[src/sarsr_consts.svh]
// Purpose: shared constants of the serial readout link
// Assumes: 100 MHz system clock on both ends
// Notes:   counts in system clock cycles
`ifndef SARSR_CONSTS_SVH
`define SARSR_CONSTS_SVH
`define SARSR_RES_BITS     12
`define SARSR_CODE_MAX     12'hFFF
`define SARSR_CODE_MIN     12'h000
`define SARSR_FULL_SCALE   4096
`define SARSR_CLK_MHZ      100
`define SARSR_HOLD_US      1200
`define SARSR_HOLD_CYC     (`SARSR_HOLD_US * `SARSR_CLK_MHZ)
`define SARSR_SCLK_HALF    8'h08
`define SARSR_NUM_CLKS     5'h10
`endif

[src/sarsr_pkg.sv]
// Purpose: types of the serial readout link
// Assumes: nothing
// Notes:   device bit phases
`default_nettype none
package sarsr_pkg;
  typedef enum logic [2:0] {
    SARSR_IDLE   = 3'b000,
    SARSR_SAMPLE = 3'b001,
    SARSR_MSB    = 3'b011,
    SARSR_LSB    = 3'b010,
    SARSR_ZERO   = 3'b110
  } sarsr_phase_t;
  typedef enum logic [1:0] {
    SARSR_H_IDLE = 2'b00,
    SARSR_H_RUN  = 2'b01,
    SARSR_H_GAP  = 2'b11
  } sarsr_hstate_t;
endpackage : sarsr_pkg
`default_nettype wire
[src/sarsr_if.sv]
// Purpose: three wire link between host and converter
// Assumes: host masks the data line with its enable, no tristate net
// Notes:   data line is two signals
`default_nettype none
interface sarsr_if;
  logic select_shutdown_n;
  logic sclk;
  logic miso_o;
  logic miso_oe;
  modport device (input select_shutdown_n, input sclk, output miso_o, output miso_oe);
  modport host   (output select_shutdown_n, output sclk, input miso_o, input miso_oe);
endinterface : sarsr_if
`default_nettype wire

[src/sarsr_device.sv]
// Purpose: converter end, bit sequencer of a 12 bit readout
// Assumes: link pins asynchronous to i_clk, sampled twice
// Notes:
// Notes on behaviour
// - Host toggles select after power-up low
// - Acquire on first rising clock after select
// - Second falling edge ends sample, null low
// - Next twelve falling edges send MSB first
// - Output changes only on falling edges
// - Then LSB first starting at bit one
// - Afterwards zeros forever while selected
// - High impedance for first two clocks
// - One result bit per clock after sample
// - Host finishes twelve bits within 1.2 ms
// - Irregular clock tolerated
// - Host idles clock either level, samples rising
// - Byte host sends sixteen clocks, realigns
// - Code is 4096 times input over reference
// - Select high ends conversion, standby
// - Code saturates at 000h and FFFh
`default_nettype none
`include "sarsr_consts.svh"
module sarsr_device (
  input  wire logic      i_clk,
  input  wire logic      i_rst,
  sarsr_if.device        link,
  input  wire logic [15:0] i_vin_mv,
  input  wire logic [15:0] i_vref_mv,
  output logic           o_busy,
  output logic [11:0]    o_code
);
  import sarsr_pkg::*;

  // ****************************************
  // Code from the analog values
  // ****************************************
  // Ideal transfer with clamp; analog modelled as millivolts
  function automatic logic [11:0] sarsr_convert(input logic [15:0] vin, input logic [15:0] vref);
    logic [27:0] num;
    logic [27:0] q;
    num = {12'h000, vin} << 12;
    q   = (vref == 16'h0000) ? 28'h0000FFF : num / {12'h000, vref};
    if (q > 28'h0000FFF) begin
      return `SARSR_CODE_MAX;
    end
    return q[11:0];
  endfunction : sarsr_convert

  // ****************************************
  // Pin synchronisers
  // ****************************************
  logic [1:0] cs_sync_q, cs_sync_d;
  logic [1:0] ck_sync_q, ck_sync_d;
  logic       ck_last_q, ck_last_d;
  always_comb begin
    cs_sync_d = {cs_sync_q[0], link.select_shutdown_n};
    ck_sync_d = {ck_sync_q[0], link.sclk};
    ck_last_d = ck_sync_q[1];
  end
  always_ff @(posedge i_clk) begin
    if (i_rst) begin
      cs_sync_q <= 2'b00; // Reset as selected: only a real high on the pin arms
      ck_sync_q <= 2'b00;
      ck_last_q <= 1'b0;
    end else begin
      cs_sync_q <= cs_sync_d;
      ck_sync_q <= ck_sync_d;
      ck_last_q <= ck_last_d;
    end
  end
  logic cs_n;
  logic ck_rise;
  logic ck_fall;
  assign cs_n    = cs_sync_q[1];
  assign ck_rise = ck_sync_q[1] & ~ck_last_q;
  assign ck_fall = ~ck_sync_q[1] & ck_last_q;

  // ****************************************
  // Bit sequencer
  // ****************************************
  sarsr_phase_t phase_q, phase_d;
  logic [3:0]   idx_q, idx_d;
  logic [1:0]   falls_q, falls_d;
  logic         armed_q, armed_d;   // Select seen high since reset
  logic         sampled_q, sampled_d;
  logic [11:0]  code_q, code_d;
  logic         dout_q, dout_d;
  logic         oe_q, oe_d;
  // Edges are only acted on in the same cycle they are found, so a ragged clock is fine
  always_comb begin
    phase_d   = phase_q;
    idx_d     = idx_q;
    falls_d   = falls_q;
    armed_d   = armed_q;
    sampled_d = sampled_q;
    code_d    = code_q;
    dout_d    = dout_q;
    oe_d      = oe_q;
    if (cs_n) begin
      armed_d   = 1'b1;
      phase_d   = SARSR_IDLE;
      idx_d     = 4'h0;
      falls_d   = 2'b00;
      sampled_d = 1'b0;
      oe_d      = 1'b0;
      dout_d    = 1'b0;
    end else if (armed_q) begin
      unique case (phase_q)
        SARSR_IDLE: begin
          if (ck_rise) begin
            phase_d = SARSR_SAMPLE;
          end
        end
        SARSR_SAMPLE: begin
          if (ck_rise & ~sampled_q) begin
            code_d    = sarsr_convert(i_vin_mv, i_vref_mv); // Hold cap charged by now
            sampled_d = 1'b1;
          end
          if (ck_fall) begin
            falls_d = falls_q + 2'b01;
            if (falls_q == 2'b01) begin
              oe_d    = 1'b1;
              dout_d  = 1'b0;
              phase_d = SARSR_MSB;
              idx_d   = 4'hB;
            end
          end
        end
        SARSR_MSB: begin
          if (ck_fall) begin
            dout_d = code_q[idx_q];
            if (idx_q == 4'h0) begin
              phase_d = SARSR_LSB;
              idx_d   = 4'h1;
            end else begin
              idx_d = idx_q - 4'h1;
            end
          end
        end
        SARSR_LSB: begin
          if (ck_fall) begin
            dout_d = code_q[idx_q];
            if (idx_q == 4'hB) begin
              phase_d = SARSR_ZERO;
            end else begin
              idx_d = idx_q + 4'h1;
            end
          end
        end
        SARSR_ZERO: begin
          if (ck_fall) begin
            dout_d = 1'b0;
          end
        end
        default: phase_d = SARSR_IDLE;
      endcase
    end
  end
  always_ff @(posedge i_clk) begin
    if (i_rst) begin
      phase_q   <= SARSR_IDLE;
      idx_q     <= 4'h0;
      falls_q   <= 2'b00;
      armed_q   <= 1'b0;
      sampled_q <= 1'b0;
      code_q    <= `SARSR_CODE_MIN;
      dout_q    <= 1'b0;
      oe_q      <= 1'b0;
    end else begin
      phase_q   <= phase_d;
      idx_q     <= idx_d;
      falls_q   <= falls_d;
      armed_q   <= armed_d;
      sampled_q <= sampled_d;
      code_q    <= code_d;
      dout_q    <= dout_d;
      oe_q      <= oe_d;
    end
  end

  // Pin and user outputs
  assign link.miso_o  = dout_q;
  assign link.miso_oe = oe_q;
  assign o_busy       = (phase_q != SARSR_IDLE);
  assign o_code       = code_q;
endmodule : sarsr_device
`default_nettype wire

[src/flat_wrapper.sv]
// flat-port wrapper written by rule: the top's interface ports become plain ports
module sarsr_device_flat import sarsr_pkg::*;
  (i_clk, i_rst, i_vin_mv, i_vref_mv, o_busy, o_code, link_select_shutdown_n, link_sclk, link_miso_o, link_miso_oe);
  sarsr_if link_i ();
  input  wire logic i_clk;
  input  wire logic i_rst;
  input  wire logic [15:0] i_vin_mv;
  input  wire logic [15:0] i_vref_mv;
  output logic o_busy;
  output logic [11:0] o_code;
  input wire logic [$bits(link_i.select_shutdown_n)-1:0] link_select_shutdown_n;
  input wire logic [$bits(link_i.sclk)-1:0] link_sclk;
  output wire logic [$bits(link_i.miso_o)-1:0] link_miso_o;
  output wire logic [$bits(link_i.miso_oe)-1:0] link_miso_oe;
  assign link_i.select_shutdown_n = link_select_shutdown_n;
  assign link_i.sclk = link_sclk;
  assign link_miso_o = link_i.miso_o;
  assign link_miso_oe = link_i.miso_oe;
  sarsr_device u_core (.i_clk(i_clk), .i_rst(i_rst), .link(link_i), .i_vin_mv(i_vin_mv), .i_vref_mv(i_vref_mv), .o_busy(o_busy), .o_code(o_code));
endmodule
[config.mk]
export PLATFORM = sky130hd
export DESIGN_NAME = sarsr_device_flat
export DESIGN_NICKNAME = d
export VERILOG_FILES = /design/src/sarsr_pkg.sv /design/src/sarsr_if.sv /design/src/sarsr_device.sv /design/src/flat_wrapper.sv
export VERILOG_INCLUDE_DIRS = /design/src
export SDC_FILE = /design/constraint.sdc
export NUM_CORES = 1
export LEC_CHECK = 0
export ABC_AREA = 1
export BUFFER_PORTS_ARGS = -buffer_cell sky130_fd_sc_hd__buf_2
export CORE_ASPECT_RATIO = 0.9
export CORE_MARGIN = 2
export CORE_UTILIZATION = 41
export DETAILED_ROUTE_END_ITERATION = 12
export PLACE_DENSITY_LB_ADDON = 0.08
export SLEW_MARGIN = 20
export SYNTH_ARGS = -nofsm -noshare
export SYNTH_HDL_FRONTEND = slang
export SYNTH_SLANG_ARGS = --single-unit
export TNS_END_PERCENT = 20
[constraint.sdc]
create_clock -name i_clk -period 86.9 [get_ports i_clk]
set_input_delay 4.345 -clock i_clk [delete_from_list [all_inputs] [get_ports i_clk]]
set_output_delay 4.345 -clock i_clk [all_outputs]
set_load 0.05 [all_outputs]
==> flow_metrics.env, run 1 <==
export IMPL_crit_required_ns=87.04
export IMPL_end_kind="flop"
export IMPL_post_cts_buffers=0
export IMPL_synthArstFlopShare_pct=0
export IMPL_grt_pass1_wl_um=107000
export IMPL_portBuffers=50
export IMPL_synth_edff_count=0
export IMPL_status="complete, no violations"
export IMPL_antenna_left=0
export IMPL_cp_max_fo=25
export IMPL_cts_buffers=5
export IMPL_min_path_cells=2
export IMPL_regArea_um2=601
export IMPL_wire_per_inst_um=15.3
export IMPL_synthCells=3566
export IMPL_arrival_ns=73.22
export IMPL_tns_ns=0
export IMPL_drt_total_wl_um=65300
export IMPL_grt_use_total_pct=24.7
export IMPL_ys_types=71
export IMPL_multi_input_area_um2=18000
export IMPL_grt_max_degree=36
export IMPL_hold_viol=0
export IMPL_vias=22800
export IMPL_root_buffer="clkbuf_16"
export IMPL_grt_pass1_vias=21100
export IMPL_ys_seq_area_share_pct=2.91
export IMPL_synth_compound_area_share_pct=19.5
export IMPL_r2r_cells=8
export IMPL_die_area_um2=52200
export IMPL_setup_viol=0
export IMPL_hp_class="flop to flop"
export IMPL_drt_drc_violations_left=0
export IMPL_grt_overflow=0
export IMPL_finClkSkew_ns=0.00472
export IMPL_clock_sinks=30
export IMPL_final_common_cell="nand2_1"
export IMPL_place_gp_congestion=0.903
export IMPL_slew_headroom_pct=36.8
export IMPL_hold_end="u_core.ck_sync_q[1]"
export IMPL_synth_ff_type="dfxtp_1"
export IMPL_htreeDepth=2
export IMPL_cts_tree="yes"
export IMPL_cpMostUsedCell="nand2_1"
export IMPL_max_cap_violations=0
export IMPL_dp_cells=4245
export IMPL_final_cell_mix="922 x nand2_1, 420 x inv_1, 320 x ha_1, 265 x a21oi_1, 263 x o21ai_0"
export IMPL_synthXorXnorAreaFrac_pct=10.1
export IMPL_synth_fa_ha_area_share_pct=19.5
export IMPL_rsz0062_at_grt="no"
export IMPL_timing_rr_end="u_core.phase_q[2]"
export IMPL_synth_top_family_by_area="simple AND/OR/NAND/NOR gates"
export IMPL_drive_gt1_share_pct=7.95
export IMPL_fp_dieW_um=241
export IMPL_r2r_slack_ns=84.84
export IMPL_viasPerCell=5.35
export IMPL_finalCritPeriodShare_pct=84.1
export IMPL_slew_viol_final=0
export IMPL_nFillCells=5473
export IMPL_coreArea_um2=50100
export IMPL_io_pins=51
export IMPL_fin_cells=4254
export IMPL_clock_fmax_mhz=13.7
export IMPL_dpl_hpwl_um=52700
export IMPL_cts_max_path_buffers=2
export IMPL_synth_simple_area_share_pct=37.9
export IMPL_r2r_start="u_core.idx_q[0]"
export IMPL_antenna_found_initial=1
export IMPL_slowest_stage="nor2_2"
export IMPL_worstHoldStart="u_core.ck_sync_q[0]"
export IMPL_cts_resized=0
export IMPL_setup_worst_path_start_class="input port"
export IMPL_insertion_delay_ns=0.27
export IMPL_synthMuxAreaShare_pct=0
export IMPL_clk_pin_slew_worst_paths_ns=0.05
export IMPL_netlist_top_cells_area="ha_1 19%, nand2_1 17%, inv_1 7.6%"
export IMPL_syn_area_per_cell_um2=5.79
export IMPL_yosysTopAreaCell="ha_1"
export IMPL_fin_crit_ns=73.08
export IMPL_nNetsFinal=3929
export IMPL_synthToLayoutAreaGrowth_pct=5.23
export IMPL_cts_hold_fix_buffers=0
export IMPL_num_rows=78
export IMPL_worst_pin_slew_ns=0.947
export IMPL_initialDrtViolationCount=1264
export IMPL_critPathKind="input port to flop"
export IMPL_syn_nets=3923
export IMPL_synth_warnings=0
export IMPL_netlist_area_um2=20700
export IMPL_initial_utilization_pct=41.3
export IMPL_post_synth_top_area_fraction_pct=19.4
export IMPL_die_h_um=217
export IMPL_crit_path_max_incr_delay_ns=0.66
export IMPL_firstDrtPassIters=6
export IMPL_synth_seq_cells=30
[critical path: cells and delay by family]
kind	cells	cell delay (ns)
AND/OR/NAND/NOR	213	26.08
AO/OA/AOI/OAI	131	25.33
adder cells (fa/ha/maj)	29	9.59
buffers and inverters	50	7.74
[logic make-up (layout without fill, tap and decap cells)]
kind of cell	after synthesis	count (layout)
xor+xnor	238	238
buf+inv	542	549
compound gates	721	721
flops	30	30
simple gates	1714	1714
fa+ha+maj	321	321
other cells	0	1
[how the worst max path moves through the flow]
stage / startpoint / end / slack [ns] / cells after the start
finish: i_vref_mv[0] / u_core.o_code[0] / 13.82 / 423
global route: i_vref_mv[0] / u_core.o_code[0] / 5.20 / 424
CTS: i_vref_mv[0] / u_core.o_code[0] / 14.27 / 423
detailed placement: i_vref_mv[0] / u_core.o_code[0] / 14.21 / 423
global placement: i_vref_mv[0] / u_core.o_code[0] / 15.66 / 421
floorplan: i_vref_mv[0] / u_core.o_code[0] / 24.27 / 453
[through the flow]
stage / hold slack [ns] / cell area, um2 / util, % / setup WS [ns]
finish: 0.419 / 21700 / 43.4 / 13.82
global route: 0.430 / 21700 / 43.4 / 5.20
CTS: 0.417 / 21700 / 43.4 / 14.27
detailed placement: 0.410 / 21600 / 43.1 / 14.21
global placement: 0.404 / 21600 / 43.1 / 15.66
floorplan: 0.388 / 20700 / - / 24.27
[Yosys cell counts (18+ instances only)]
cell type / instances
o21ai_0: 263
nand2_1: 922
ha_1: 320
nor2_2: 18
nor2_1: 232
o21ai_1: 49
inv_2: 44
nand4_1: 57
nand3_2: 23
nor3_1: 47
xor2_1: 115
clkbuf_1: 56
xnor2_1: 123
dfxtp_1: 30
or2_2: 40
nand2_2: 31
nand3_1: 253
o21bai_1: 25
inv_1: 420
a21oi_1: 265
[metal layers]
layer  track usage, %  vias up  part of all wire, %
li1                 -    11900                    -
met1             35.5    10300                   51
met2             41.2      440                   44
met3             1.18       62                  3.7
met4             3.98        0                  1.6
met5                0        -                    0
[state kept, by name, summed over array words and instances, names as in the netlist]
name,count
u_core.armed_q,1
u_core.ck_last_q,1
u_core.ck_sync_q,2
u_core.cs_sync_q,2
u_core.falls_q,2
u_core.idx_q,4
u_core.link.miso_o,1
u_core.link.miso_oe,1
u_core.o_code,12
u_core.phase_q,3
u_core.sampled_q,1
[area by class of cell]
cell class                 count  area share [%]
clock inverter                 1          0.0230
sequential                    30            2.76
multi-input combinational   2994            82.6
antenna                        1          0.0115
inverter                     473            8.23
clock buffer                   7           0.656
tap                          680            3.91
timing repair buffer          68            1.77
Power of run 1 is left out: the tool's default activity adds up to more than one toggle a clock period on the data nets, which glitch-free logic cannot reach.
==> inputs of run 2 (changes only) <==
clock period = 69.9 ns   (was 86.9 ns; I/O delays follow)
==> run 2 against run 1 <==
  * Hold slack worse by 0.011 ns
  * Critical path depth is 2 higher
  * Clock skew is 0.0056 ns higher
  * Core utilization is 1.1 points higher
  * Cell area is 2.6% higher
  * Sequential share of layout area is 0.069 points lower
  * Register-to-register slack worse by 17 ns
  * Sequential cell count stayed put
  * Setup slack worse by 7.4 ns
  * Non-clock buffer count is 40 higher
  * Global-route usage is 0.21 points lower
==> flow_metrics.env, run 2 (synthesized netlist as in run 1, its figures left out) <==
export IMPL_portBuffers=50
export IMPL_status="complete, no violations"
export IMPL_final_common_cell="nand2_1"
export IMPL_drt_drc_violations_left=0
export IMPL_whs_ns=0.408
export IMPL_die_area_um2=52200
export IMPL_final_cell_mix="916 x nand2_1, 417 x inv_1, 319 x ha_1, 254 x a21oi_1, 251 x nand3_1"
export IMPL_firstDrtPassIters=7
export IMPL_grt_pass1_wl_um=106000
export IMPL_critPathLaunch="i_vref_mv[15]"
export IMPL_fp_dieW_um=241
export IMPL_synthToLayoutAreaGrowth_pct=7.93
export IMPL_max_cap_violations=0
export IMPL_antenna_found_initial=1
export IMPL_cpMostUsedCell="nand2_1"
export IMPL_cts_buffers=5
export IMPL_nNetsFinal=3969
export IMPL_grt_overflow=0
export IMPL_drive_gt1_share_pct=10.0
export IMPL_hp_class="flop to flop"
export IMPL_dpl_hpwl_um=52700
export IMPL_cp_max_fo=25
export IMPL_grt_max_degree=36
export IMPL_wire_per_inst_um=15.2
export IMPL_drt_total_wl_um=65300
export IMPL_finClkSkew_ns=0.0103
export IMPL_grt_pass1_vias=21400
export IMPL_viasPerCell=5.35
export IMPL_slew_viol_final=0
export IMPL_setup_viol=0
export IMPL_antenna_left=0
export IMPL_arrival_ns=63.57
export IMPL_cts_max_path_buffers=2
export IMPL_grt_use_total_pct=24.5
export IMPL_cts_tree="yes"
export IMPL_clk_pin_slew_worst_paths_ns=0.06
export IMPL_htreeDepth=2
export IMPL_clock_fmax_mhz=15.8
export IMPL_cts_hold_fix_buffers=0
export IMPL_worstHoldStart="u_core.cs_sync_q[0]"
export IMPL_place_gp_congestion=0.887
export IMPL_finalCritPeriodShare_pct=90.7
export IMPL_crit_path_max_incr_delay_ns=0.45
export IMPL_crit_required_ns=70.04
export IMPL_setup_worst_path_start_class="input port"
export IMPL_fin_crit_ns=63.43
export IMPL_insertion_delay_ns=0.28
export IMPL_antenna_cells=0
export IMPL_slew_headroom_pct=36.8
export IMPL_io_pins=51
export IMPL_worst_pin_slew_ns=0.948
export IMPL_slowest_stage="o31ai_1"
export IMPL_end_kind="flop"
export IMPL_initialDrtViolationCount=1176
export IMPL_critPathKind="input port to flop"
export IMPL_num_rows=78
export IMPL_die_h_um=217
export IMPL_r2r_start="u_core.phase_q[2]"
export IMPL_vias=22900
export IMPL_largest_register_ffs=12
export IMPL_initial_utilization_pct=41.3
export IMPL_hold_viol=0
export IMPL_root_buffer="clkbuf_16"
export IMPL_coreArea_um2=50100
export IMPL_clock_sinks=30
-- run 2: changes by cell type in the layout (fill, tap and decap cells not counted), sizes merged --
| cell | delta |
|---|---|
| buf | +40 |
| clkbuf | -2 |
| clkinv | +1 |
| clkinvlp | +4 |
| diode | -1 |
| inv | -4 |
-- run 2: worst paths after layout --
check | to | depth (start not counted) | slack, ns
max | u_core.o_code[0] | 425 | 6.47
min | u_core.cs_sync_q[1] | 2 | 0.41
max reg2reg | u_core.o_code[1] | 8 | 67.69
min reg2reg | u_core.cs_sync_q[1] | 2 | 0.41
-- run 2: layer usage --
layer  vias up  global-route usage [%]  routed length [um]
met5         -                       0                   0
met4         0                    4.33                1150
met3        72                    1.08                2360
met2       428                    41.2               28900
met1     10400                    34.7               32900
li1      12100                       -                   -
-- run 2: through the flow --
| stage | instances | cell area [um2] | TNS, ns | util, % | worst slack [ns] |
|---|---|---|---|---|---|
| CTS | 4260 | 21800 | 0 | 43.5 | 0.182 |
| global route | 4292 | 22300 | -0.199 | 44.5 | -0.199 |
| finish | 4292 | 22300 | 0 | 44.5 | 6.47 |
| global placement | 4253 | 21700 | 0 | 43.2 | 1.37 |
| detailed placement | 4253 | 21700 | 0 | 43.2 | 0.151 |
| floorplan | 3566 | 20700 | 0 | - | 8.12 |
-- run 2: final cells by class --
type | instances | area [um2]
tap | 680 | 851
timing repair buffer | 108 | 708
multi-input combinational | 2994 | 18200
sequential | 30 | 601
fill | 5508 | 27800
clock buffer | 5 | 125
inverter | 473 | 1830
clock inverter | 2 | 10.0
-- run 2: worst max-delay path, delay by kind of cell --
kind	cells	cell delay (ns)
buffers and inverters	48	4.78
AO/OA/AOI/OAI	133	21.98
adder cells (fa/ha/maj)	28	9.22
AND/OR/NAND/NOR	216	23.82
-- run 2: what timing repair did --
item | CTS | global route
gates resized for setup | 0 | 93
endpoints found under the setup margin | 0 | 4
setup buffers | 0 | 32
Power of run 2 is left out for the same reason.
